### src/pkg/touch_spi_pkg.sv
package touch_spi_pkg;

	// ************************************************************
	// link framing
	// ************************************************************
	localparam int          BITS_PER_BYTE  = 8;
	localparam logic [7:0]  IDLE_CODE      = 8'h55;
	localparam logic [7:0]  NULL_CMD       = 8'h00;
	localparam logic [7:0]  CRC_SEED       = 8'h00;
	localparam logic [7:0]  CRC_POLY       = 8'h18;

	// ************************************************************
	// timing
	// ************************************************************
	localparam longint CLK_HZ         = 25000000;
	localparam longint TIMEOUT_MS     = 100;
	localparam longint TIMEOUT_CYCLES = (TIMEOUT_MS * CLK_HZ) / 1000;

	// ************************************************************
	// command codes, whole first byte, and groups, upper two bits of the first byte
	// ************************************************************
	localparam logic [7:0]  CMD_SEND_SETUPS = 8'h01;
	localparam int          SETUP_BYTES     = 42;
	localparam logic [1:0]  GRP_SET         = 2'b10;
	localparam logic [1:0]  GRP_GET         = 2'b11;
	localparam logic [7:0]  CMD_REPORT      = 8'hC1;
	localparam int          REPORT_BYTES    = 2;

	// ************************************************************
	// reset values
	// ************************************************************
	localparam logic [2:0]  SYNC_RESET = 3'b111;

	typedef enum {
		ST_CMD,
		ST_RX_DATA,
		ST_RX_CRC,
		ST_TX_DATA,
		ST_TX_CRC
	} phase_t;

endpackage

### src/core/pin_sync.sv
module pin_sync (
	// clock and reset
	input  wire logic clk_in,
	input  wire logic resetn_in,
	// pin side
	input  wire logic pin_in,
	// synchronised level
	output logic      level_out
);

	typedef struct packed {
		logic [2:0] stages;
		logic       level;
	} sync_state_t;

	sync_state_t st_r;
	sync_state_t st_nxt;

	always_comb begin
		st_nxt        = st_r;
		st_nxt.stages = {st_r.stages[1:0], pin_in};
		// change only once second and third stage agree
		if (st_r.stages[1] == st_r.stages[2]) begin
			st_nxt.level = st_r.stages[2];
		end
	end

	always_ff @(posedge clk_in or negedge resetn_in) begin
		if (!resetn_in) begin
			st_r <= '{stages: touch_spi_pkg::SYNC_RESET, level: 1'b1};
		end else begin
			st_r <= st_nxt;
		end
	end

	assign level_out = st_r.level;

endmodule

### src/core/touch_sensor_spi_slave.sv
module touch_sensor_spi_slave #(
	parameter longint TIMEOUT_CYCLES = touch_spi_pkg::TIMEOUT_CYCLES
) (
	// clock and reset
	input  wire logic       CLK_SYS_IN,
	input  wire logic       RESETN_IN,
	// spi pins
	input  wire logic       SCK_IN,
	input  wire logic       SS_N_IN,
	input  wire logic       MOSI_IN,
	output logic            MISO_OUT,
	output logic            MISO_OE_OUT,
	// configuration and data
	input  wire logic       CRC_EN_IN,
	input  wire logic [7:0] REPORT_DATA_IN,
	input  wire logic [7:0] GET_DATA_IN,
	// accepted command, check error and timeout
	output logic            CMD_VALID_OUT,
	output logic [7:0]      CMD_OUT,
	output logic [7:0]      CMD_DATA_OUT,
	output logic            CRC_ERR_OUT,
	output logic            TIMEOUT_OUT
);

	// ************************************************************
	// state
	// ************************************************************
	typedef struct packed {
		touch_spi_pkg::phase_t phase;
		logic [7:0]            rx_shift;
		logic [7:0]            tx_shift;
		logic [2:0]            bit_cnt;
		logic                  sck_prev;
		logic [5:0]            left;
		logic [7:0]            cmd;
		logic [7:0]            data;
		logic [7:0]            crc;
		logic [7:0]            tx_crc;
		logic [31:0]           idle_cnt;
		logic                  miso;
		logic                  cmd_valid;
		logic                  crc_err;
		logic                  timeout;
		logic [7:0]            cmd_q;
		logic [7:0]            data_q;
	} slave_state_t;

	slave_state_t st_r;
	slave_state_t st_nxt;

	logic sck_s;
	logic ss_n_s;
	logic mosi_s;

	pin_sync u_sync_sck (
		.clk_in   (CLK_SYS_IN),
		.resetn_in(RESETN_IN),
		.pin_in   (SCK_IN),
		.level_out(sck_s)
	);
	pin_sync u_sync_ss (
		.clk_in   (CLK_SYS_IN),
		.resetn_in(RESETN_IN),
		.pin_in   (SS_N_IN),
		.level_out(ss_n_s)
	);
	pin_sync u_sync_mosi (
		.clk_in   (CLK_SYS_IN),
		.resetn_in(RESETN_IN),
		.pin_in   (MOSI_IN),
		.level_out(mosi_s)
	);

	function automatic logic [7:0] crc_step(input logic [7:0] crc, input logic [7:0] d);
		logic [7:0] c;
		logic       fb;
		c = crc;
		for (int i = 0; i < 8; i++) begin
			fb = c[0] ^ d[i];
			// feedback folds in before the shift
			if (fb) begin
				c = c ^ touch_spi_pkg::CRC_POLY;
			end
			c  = {fb, c[7:1]};
		end
		return c;
	endfunction

	logic       rise;
	logic       fall;
	logic [7:0] rx_byte;
	logic [7:0] reply;
	logic       done;

	// ************************************************************
	// next state
	// ************************************************************
	always_comb begin
		st_nxt           = st_r;
		st_nxt.sck_prev  = sck_s;
		st_nxt.cmd_valid = 1'b0;
		st_nxt.crc_err   = 1'b0;
		st_nxt.timeout   = 1'b0;
		rise             = sck_s && !st_r.sck_prev && !ss_n_s;
		fall             = !sck_s && st_r.sck_prev && !ss_n_s;
		rx_byte          = {st_r.rx_shift[6:0], mosi_s};
		done             = rise && (st_r.bit_cnt == 3'd7);
		reply            = touch_spi_pkg::IDLE_CODE;

		if (rise) begin
			st_nxt.rx_shift = rx_byte;
			st_nxt.bit_cnt  = st_r.bit_cnt + 3'd1;
		end
		if (fall) begin
			st_nxt.tx_shift = {st_r.tx_shift[6:0], 1'b0};
			// msb leaves on the first fall
			st_nxt.miso     = st_r.tx_shift[7];
		end
		if (ss_n_s) begin
			st_nxt.bit_cnt = 3'd0;
		end

		if (done || st_r.phase == touch_spi_pkg::ST_CMD) begin
			st_nxt.idle_cnt = 32'd0;
		end else begin
			st_nxt.idle_cnt = st_r.idle_cnt + 32'd1;
		end

		if (done) begin
			unique case (st_r.phase)
				touch_spi_pkg::ST_CMD: begin
					st_nxt.cmd = rx_byte;
					st_nxt.crc = crc_step(touch_spi_pkg::CRC_SEED, rx_byte);
					st_nxt.phase = touch_spi_pkg::ST_CMD;
					if (rx_byte == touch_spi_pkg::CMD_SEND_SETUPS) begin
						st_nxt.left  = 6'(touch_spi_pkg::SETUP_BYTES);
						st_nxt.phase = touch_spi_pkg::ST_RX_DATA;
					end else if (rx_byte[7:6] == touch_spi_pkg::GRP_SET) begin
						st_nxt.left  = 6'd1;
						st_nxt.phase = touch_spi_pkg::ST_RX_DATA;
						reply        = rx_byte;
					end else if (rx_byte == touch_spi_pkg::CMD_REPORT) begin
						st_nxt.left  = 6'(touch_spi_pkg::REPORT_BYTES);
						st_nxt.phase = CRC_EN_IN ? touch_spi_pkg::ST_RX_CRC : touch_spi_pkg::ST_TX_DATA;
						reply        = REPORT_DATA_IN;
					end else if (rx_byte[7:6] == touch_spi_pkg::GRP_GET) begin
						st_nxt.left  = 6'd1;
						st_nxt.phase = CRC_EN_IN ? touch_spi_pkg::ST_RX_CRC : touch_spi_pkg::ST_TX_DATA;
						reply        = GET_DATA_IN;
					end else if (rx_byte != touch_spi_pkg::NULL_CMD) begin
						st_nxt.left = 6'd0;
						if (CRC_EN_IN) begin
							st_nxt.phase = touch_spi_pkg::ST_RX_CRC;
						end else begin
							st_nxt.cmd_valid = 1'b1;
							st_nxt.cmd_q     = rx_byte;
						end
					end
					if (st_nxt.phase == touch_spi_pkg::ST_RX_CRC) begin
						reply = st_nxt.crc;
					end
				end
				touch_spi_pkg::ST_RX_DATA: begin
					st_nxt.data = rx_byte;
					st_nxt.crc  = crc_step(st_r.crc, rx_byte);
					st_nxt.left = st_r.left - 6'd1;
					reply       = rx_byte;
					if (st_r.left == 6'd1) begin
						if (CRC_EN_IN) begin
							st_nxt.phase = touch_spi_pkg::ST_RX_CRC;
							reply        = crc_step(st_r.crc, rx_byte);
						end else begin
							st_nxt.phase     = touch_spi_pkg::ST_CMD;
							st_nxt.cmd_valid = 1'b1;
							st_nxt.cmd_q     = st_r.cmd;
							st_nxt.data_q    = rx_byte;
							reply            = touch_spi_pkg::IDLE_CODE;
						end
					end
				end
				touch_spi_pkg::ST_RX_CRC: begin
					if (rx_byte == st_r.crc && st_r.left == 6'd0) begin
						st_nxt.phase     = touch_spi_pkg::ST_CMD;
						st_nxt.cmd_valid = 1'b1;
						st_nxt.cmd_q     = st_r.cmd;
						st_nxt.data_q    = st_r.data;
					end else if (rx_byte == st_r.crc) begin
						st_nxt.phase  = touch_spi_pkg::ST_TX_DATA;
						st_nxt.tx_crc = touch_spi_pkg::CRC_SEED;
						reply = (st_r.cmd == touch_spi_pkg::CMD_REPORT) ? REPORT_DATA_IN : GET_DATA_IN;
					end else begin
						st_nxt.phase   = touch_spi_pkg::ST_CMD;
						st_nxt.crc_err = 1'b1;
					end
				end
				touch_spi_pkg::ST_TX_DATA: begin
					st_nxt.tx_crc = crc_step(st_r.tx_crc, st_r.data);
					st_nxt.left   = st_r.left - 6'd1;
					reply = (st_r.cmd == touch_spi_pkg::CMD_REPORT) ? REPORT_DATA_IN : GET_DATA_IN;
					if (st_r.left == 6'd1) begin
						if (CRC_EN_IN) begin
							st_nxt.phase = touch_spi_pkg::ST_TX_CRC;
							reply        = crc_step(st_r.tx_crc, st_r.data);
						end else begin
							st_nxt.phase = touch_spi_pkg::ST_CMD;
							reply        = touch_spi_pkg::IDLE_CODE;
						end
					end
				end
				touch_spi_pkg::ST_TX_CRC: begin
					st_nxt.phase = touch_spi_pkg::ST_CMD;
				end
			endcase
			if (st_nxt.phase == touch_spi_pkg::ST_CMD) begin
				reply = touch_spi_pkg::IDLE_CODE;
			end
			st_nxt.data     = (st_r.phase == touch_spi_pkg::ST_TX_DATA) ? st_r.data : st_nxt.data;
			st_nxt.tx_shift = reply;
			st_nxt.miso     = reply[7];
		end
		// track byte being returned for data crc
		if (done && st_nxt.phase == touch_spi_pkg::ST_TX_DATA) begin
			st_nxt.data = reply;
		end

		if (st_r.idle_cnt >= 32'(TIMEOUT_CYCLES - 1) && !done) begin
			st_nxt.phase    = touch_spi_pkg::ST_CMD;
			st_nxt.idle_cnt = 32'd0;
			st_nxt.tx_shift = touch_spi_pkg::IDLE_CODE;
			st_nxt.miso     = touch_spi_pkg::IDLE_CODE[7];
			st_nxt.timeout  = 1'b1;
		end
	end

	always_ff @(posedge CLK_SYS_IN or negedge RESETN_IN) begin
		if (!RESETN_IN) begin
			st_r <= '{phase: touch_spi_pkg::ST_CMD, tx_shift: touch_spi_pkg::IDLE_CODE,
				miso: touch_spi_pkg::IDLE_CODE[7], sck_prev: 1'b1, default: '0};
		end else begin
			st_r <= st_nxt;
		end
	end

	// ************************************************************
	// outputs
	// ************************************************************
	assign MISO_OUT      = st_r.miso;
	assign MISO_OE_OUT   = !ss_n_s;
	assign CMD_VALID_OUT = st_r.cmd_valid;
	assign CMD_OUT       = st_r.cmd_q;
	assign CMD_DATA_OUT  = st_r.data_q;
	assign CRC_ERR_OUT   = st_r.crc_err;
	assign TIMEOUT_OUT   = st_r.timeout;

endmodule

### config.mk
export PLATFORM = sky130hd
export DESIGN_NAME = touch_sensor_spi_slave
export DESIGN_NICKNAME = d
export VERILOG_FILES = /design/src/pkg/touch_spi_pkg.sv /design/src/core/pin_sync.sv /design/src/core/touch_sensor_spi_slave.sv
export SDC_FILE = /design/constraint.sdc
export NUM_CORES = 1
export LEC_CHECK = 0
export BUFFER_PORTS_ARGS = -buffer_cell sky130_fd_sc_hd__buf_2
export CAP_MARGIN = 15
export CORE_ASPECT_RATIO = 0.5
export CORE_MARGIN = 2
export CORE_UTILIZATION = 55
export CTS_BUF_LIST = sky130_fd_sc_hd__clkbuf_4 sky130_fd_sc_hd__clkbuf_8
export CTS_CLUSTER_DIAMETER = 120
export CTS_CLUSTER_SIZE = 24
export DETAILED_ROUTE_END_ITERATION = 8
export HOLD_SLACK_MARGIN = 0.15
export PLACE_DENSITY = 0.8
export SLEW_MARGIN = 10
export SYNTH_ARGS = -nofsm -noshare
export SYNTH_HDL_FRONTEND = slang
export SYNTH_SLANG_ARGS = --single-unit
### constraint.sdc
create_clock -name CLK_SYS_IN -period 3.1 [get_ports CLK_SYS_IN]
set_input_delay 0.465 -clock CLK_SYS_IN [delete_from_list [all_inputs] [get_ports CLK_SYS_IN]]
set_output_delay 0.465 -clock CLK_SYS_IN [all_outputs]
set_load 0.02 [all_outputs]
==> flow_results.org <==
** Synth
- Counting flops with an async set or reset pin after synthesis yields a share of 100.0%.
- Synth Flop Type :: sky130_fd_sc_hd__dfrtp_1
- Yosys mapped a number of flops with a built-in enable equal to 0.
- Number of register bits inferred by synthesis :: 153
- The mapped netlist covers 0.008169 mm^2.
- In this run, distinct cell masters in the synthesized netlist total 68.
- After synthesis, the mean cell area works out to 9.702 um^2.
- For this run, the number of Yosys warnings is 0.
- Gate Count Post-Synth :: 842
- Of the synthesized area, sequential elements account for 47.13%.

** Timing
- On the final layout, the worst clock skew is 18.24 ps.
- Pins over their slew limit :: 0
- Clock period minus worst slack :: 3172 ps
- Rel. slew slack :: 50.82%
- Setup violations remaining at the end of the flow were counted as 1.
- Setup TNS :: -71.83 ps
- For the pin with the worst max-slew slack, the measured transition is 734.2 ps.
- Based on the critical path, the design can be clocked at up to 315.3 MHz.
- Final Cycle Share :: 102.3%
- The final count of hold timing violations was 0.
- Across all setup checks in the final design, the least slack found is -71.83 ps.
- Setup repair after global routing could not meet its margin everywhere.

** Setup path
- The worst setup path is launched from a flop.
- For the worst setup path, the data required time is 3360 ps.
- CP max FO :: 10
- The worst setup path is captured at a flop.
- The critical path is of the reg -> reg type.
- Data arrival at the endpoint of the critical path :: 3430 ps

** Route
- Once detail routing completed, the nets flagged for antenna violations numbered 0.
- The detailed router put a total of 9669 um of wire on met1.
- Count of routing violations after the opening detailed-route iteration :: 742
- In the detailed route, the total length drawn on met3 is 1847 um.
- Detailed routing placed a total of 9490 um of wire on met2.
- After detailed routing, no signal wire sits above met4.
- The routed layout has 6758 vias.
- DRC Markers :: 0
- Routed Wire Length :: 21650 um
- First-pass iteration count of the detailed router :: 7
- In the final routed layout, each cell accounts on average for 19.50 um.
- In the routed layout, each cell is associated on average with a via count of 6.088.

** CTS
- Number of levels in the clock H-tree :: 4
- TritonCTS built the clock tree.
- Cts bufs inserted :: 17
- The clock passes through at most 2 buffers.
- Clock-pin slew was measured on the worst setup and hold paths at 100 ps.
- The number of setup buffers added after CTS is 0.
- The root buffer cell chosen for the clock tree is sky130_fd_sc_hd__clkbuf_8.
- The clock net in this run drives a total of 153 sinks.
- Latest clock arrival within the worst-skew pair :: 450 ps

** GRT
- The first global-routing pass estimated 34580 um of wire.
- Total GRT Usage :: 28.01%
- Antenna violations before repair :: 0
- Summed over all layers, the global routing overflow is 0.
- The via count of the first global-routing pass came to 6567.
- Maximum number of pins on one net before global-route repair :: 80

** Final layout
- Diode insertion count for antenna repair :: 0
- Excluding fillers, the count of instances in the completed layout stands at 1110.
- Area overhead of the layout relative to synthesis :: 13.00%
- Net count reported at finish :: 929
- Measured on the finished design, the core utilization comes to 63.64%.
- Finished Cell Area :: 0.009231 mm^2
- Ratio of cells with drive above 1 in the final layout :: 17.65%
- FILL cells :: 1182

** Worst hold path
- Worst hold-check path type :: reg -> reg

** Placement
- Cell area reported after detailed placement :: 0.008722 mm^2
- At the end of routability-driven placement, the weighted congestion stood at 1.014.
- Post-detailed-placement half-perimeter wirelength :: 15110 um
- Worst Setup Slack post-DPL :: 139.5 ps
- Once placement completed, the tool counted placed cells totaling 1074.
- Buffers placed on the I/O ports in this run total 42.

** Flow run
- Max-cap violations :: 0

** Floorplanning
- After floorplanning, the core was divided into 31 placement rows.
- Die width :: 176.4 um
- Pin placement for this block handled 43 I/O pins.
- The die is 90.18 um tall.
- Die Outline Area :: 0.01590 mm^2
- Effective utilization at floorplan :: 56.31%
- The core region is 0.01451 mm^2.

** Power and ir drop
- The analysis attributes to cell leakage a power of 0.004119 uW.
- In this run the power density over the cells is 663.1 mW/mm^2.
- VDD sags by at most 0.3645 mV.

** Outcome
- Run status :: complete, but fails checks
- Violated checks :: negative setup slack
final cells by class:
cell class              count  area (um^2)  share of cell area [%]
clock buffers              17        234.0                   2.535
flip-flops and latches    153         3850                   41.71
inverters                  12        45.04                  0.4879
clock inverters            15        225.2                   2.440
multi-input cells         624         4023                   43.58
well taps                 198        247.7                   2.684
repair buffers             91        606.8                   6.574
worst max-delay path, stage by stage, from the launching register on:
cell and delay, ps:
sky130_fd_sc_hd__dfstp_2 670, sky130_fd_sc_hd__ha_1 480, sky130_fd_sc_hd__nor2_1 110, sky130_fd_sc_hd__nor3_1 380, sky130_fd_sc_hd__a211o_1 260, sky130_fd_sc_hd__o22a_1 160
sky130_fd_sc_hd__o32ai_1 100, sky130_fd_sc_hd__o31ai_1 520, sky130_fd_sc_hd__o21ai_0 310
cell usage in the layout (no fill, tap or decap), types with 19 or more instances in the layout:
cell type                 count
sky130_fd_sc_hd__a21oi_1     36
sky130_fd_sc_hd__buf_2       41
sky130_fd_sc_hd__nor2_1      70
sky130_fd_sc_hd__dfrtp_1    136
sky130_fd_sc_hd__xor2_1      27
sky130_fd_sc_hd__nand2_1     96
sky130_fd_sc_hd__buf_4       44
sky130_fd_sc_hd__and2_1      37
sky130_fd_sc_hd__xnor2_1     50
sky130_fd_sc_hd__nand3_1     19
sky130_fd_sc_hd__o21ai_0     49
registers in the layout, indices dropped and copies added (netlist names), 2 cells and up:
register	count
u_sync_sck.st_nxt	2
CMD_OUT	8
rx_byte	7
u_sync_mosi.st_nxt	2
st_r	114
u_sync_ss.st_nxt	2
CMD_DATA_OUT	8
per-stage QoR:
stage | total power, uW | hold WS, ps
floorplan | 3527 | 169.4
global placement | 4275 | 344.4
detailed placement | 4293 | 346.9
CTS | 6066 | 359.2
global route | 6363 | 357.8
finish | 6121 | 360.1
logic make-up after synthesis:
| logic type | share of synthesized area [%] |
|---|---|
| simple gates | 18.69 |
| compound gates | 15.27 |
| flops | 47.13 |
| xor+xnor | 9.573 |
| buf+inv | 4.227 |
| mux | 3.477 |
| fa+ha+maj | 1.593 |
| other cells | 0.04590 |
report_power, final:
group	internal, uW	switching (uW)	total [uW]
registers	2070	102	2170
logic	918	1270	2190
clock network	912	847	1760
per-layer routing:
metal / global-route usage [%] / up-vias
li1: - / 3057
met1: 40.01 / 3281
met2: 42.16 / 355
met3: 6.514 / 65
met4: 9.366 / 0
met5: 0 / -
final timing paths:
check,startpoint,to,slack [ps],cells after the start
setup / recovery,u_sync_mosi.level_out,MISO_OUT,-70,8
hold / removal,u_sync_mosi.st_nxt[2],u_sync_mosi.st_nxt[3],360,0
setup reg to reg,u_sync_mosi.level_out,MISO_OUT,-70,8
hold reg to reg,u_sync_mosi.st_nxt[2],u_sync_mosi.st_nxt[3],360,0
max in group asynchronous,RESETN_IN,st_r[53],1750,3
min in group asynchronous,RESETN_IN,st_r[30],440,2
what timing repair did:
action / in CTS / in global routing
gates resized for setup: 0 / 2
hold buffers: 4 / 0
setup endpoints to repair: 0 / 30
hold endpoints to repair: 29 / 0
cell usage after synthesis (4+ instances only):
cell	n	area (um^2)
sky130_fd_sc_hd__nand4_1	9	56.30
sky130_fd_sc_hd__a211oi_1	7	52.55
sky130_fd_sc_hd__ha_1	8	100.1
sky130_fd_sc_hd__a21o_1	5	37.54
sky130_fd_sc_hd__dfrtp_1	136	3403
sky130_fd_sc_hd__nor2_1	70	262.8
sky130_fd_sc_hd__nor4_1	13	81.33
sky130_fd_sc_hd__a211o_1	4	35.03
sky130_fd_sc_hd__o21ai_0	49	245.2
sky130_fd_sc_hd__and3_1	16	100.1
sky130_fd_sc_hd__buf_4	16	120.1
sky130_fd_sc_hd__nand3_1	19	95.09
sky130_fd_sc_hd__and4_1	6	52.55
sky130_fd_sc_hd__nor3_1	10	50.05
sky130_fd_sc_hd__a22oi_1	7	52.55
sky130_fd_sc_hd__xnor2_1	50	437.9
sky130_fd_sc_hd__o22ai_1	9	56.30
sky130_fd_sc_hd__a31oi_1	13	81.33
sky130_fd_sc_hd__a22o_1	5	43.79
sky130_fd_sc_hd__nand2b_1	9	56.30
sky130_fd_sc_hd__and2_1	37	231.5
sky130_fd_sc_hd__clkbuf_1	42	157.7
sky130_fd_sc_hd__nand2_1	97	364.1
sky130_fd_sc_hd__dfstp_2	17	446.7
sky130_fd_sc_hd__o32ai_1	4	35.03
sky130_fd_sc_hd__mux2_2	11	123.9
sky130_fd_sc_hd__xor2_1	27	236.5
sky130_fd_sc_hd__a221oi_1	4	35.03
sky130_fd_sc_hd__nor2b_1	6	37.54
sky130_fd_sc_hd__a21oi_1	36	180.2
sky130_fd_sc_hd__o21bai_1	4	30.03
sky130_fd_sc_hd__o31ai_1	7	52.55
sky130_fd_sc_hd__inv_1	12	45.04
sky130_fd_sc_hd__mux2i_1	16	160.2
Note: power is estimated with default switching activity, not from simulation.
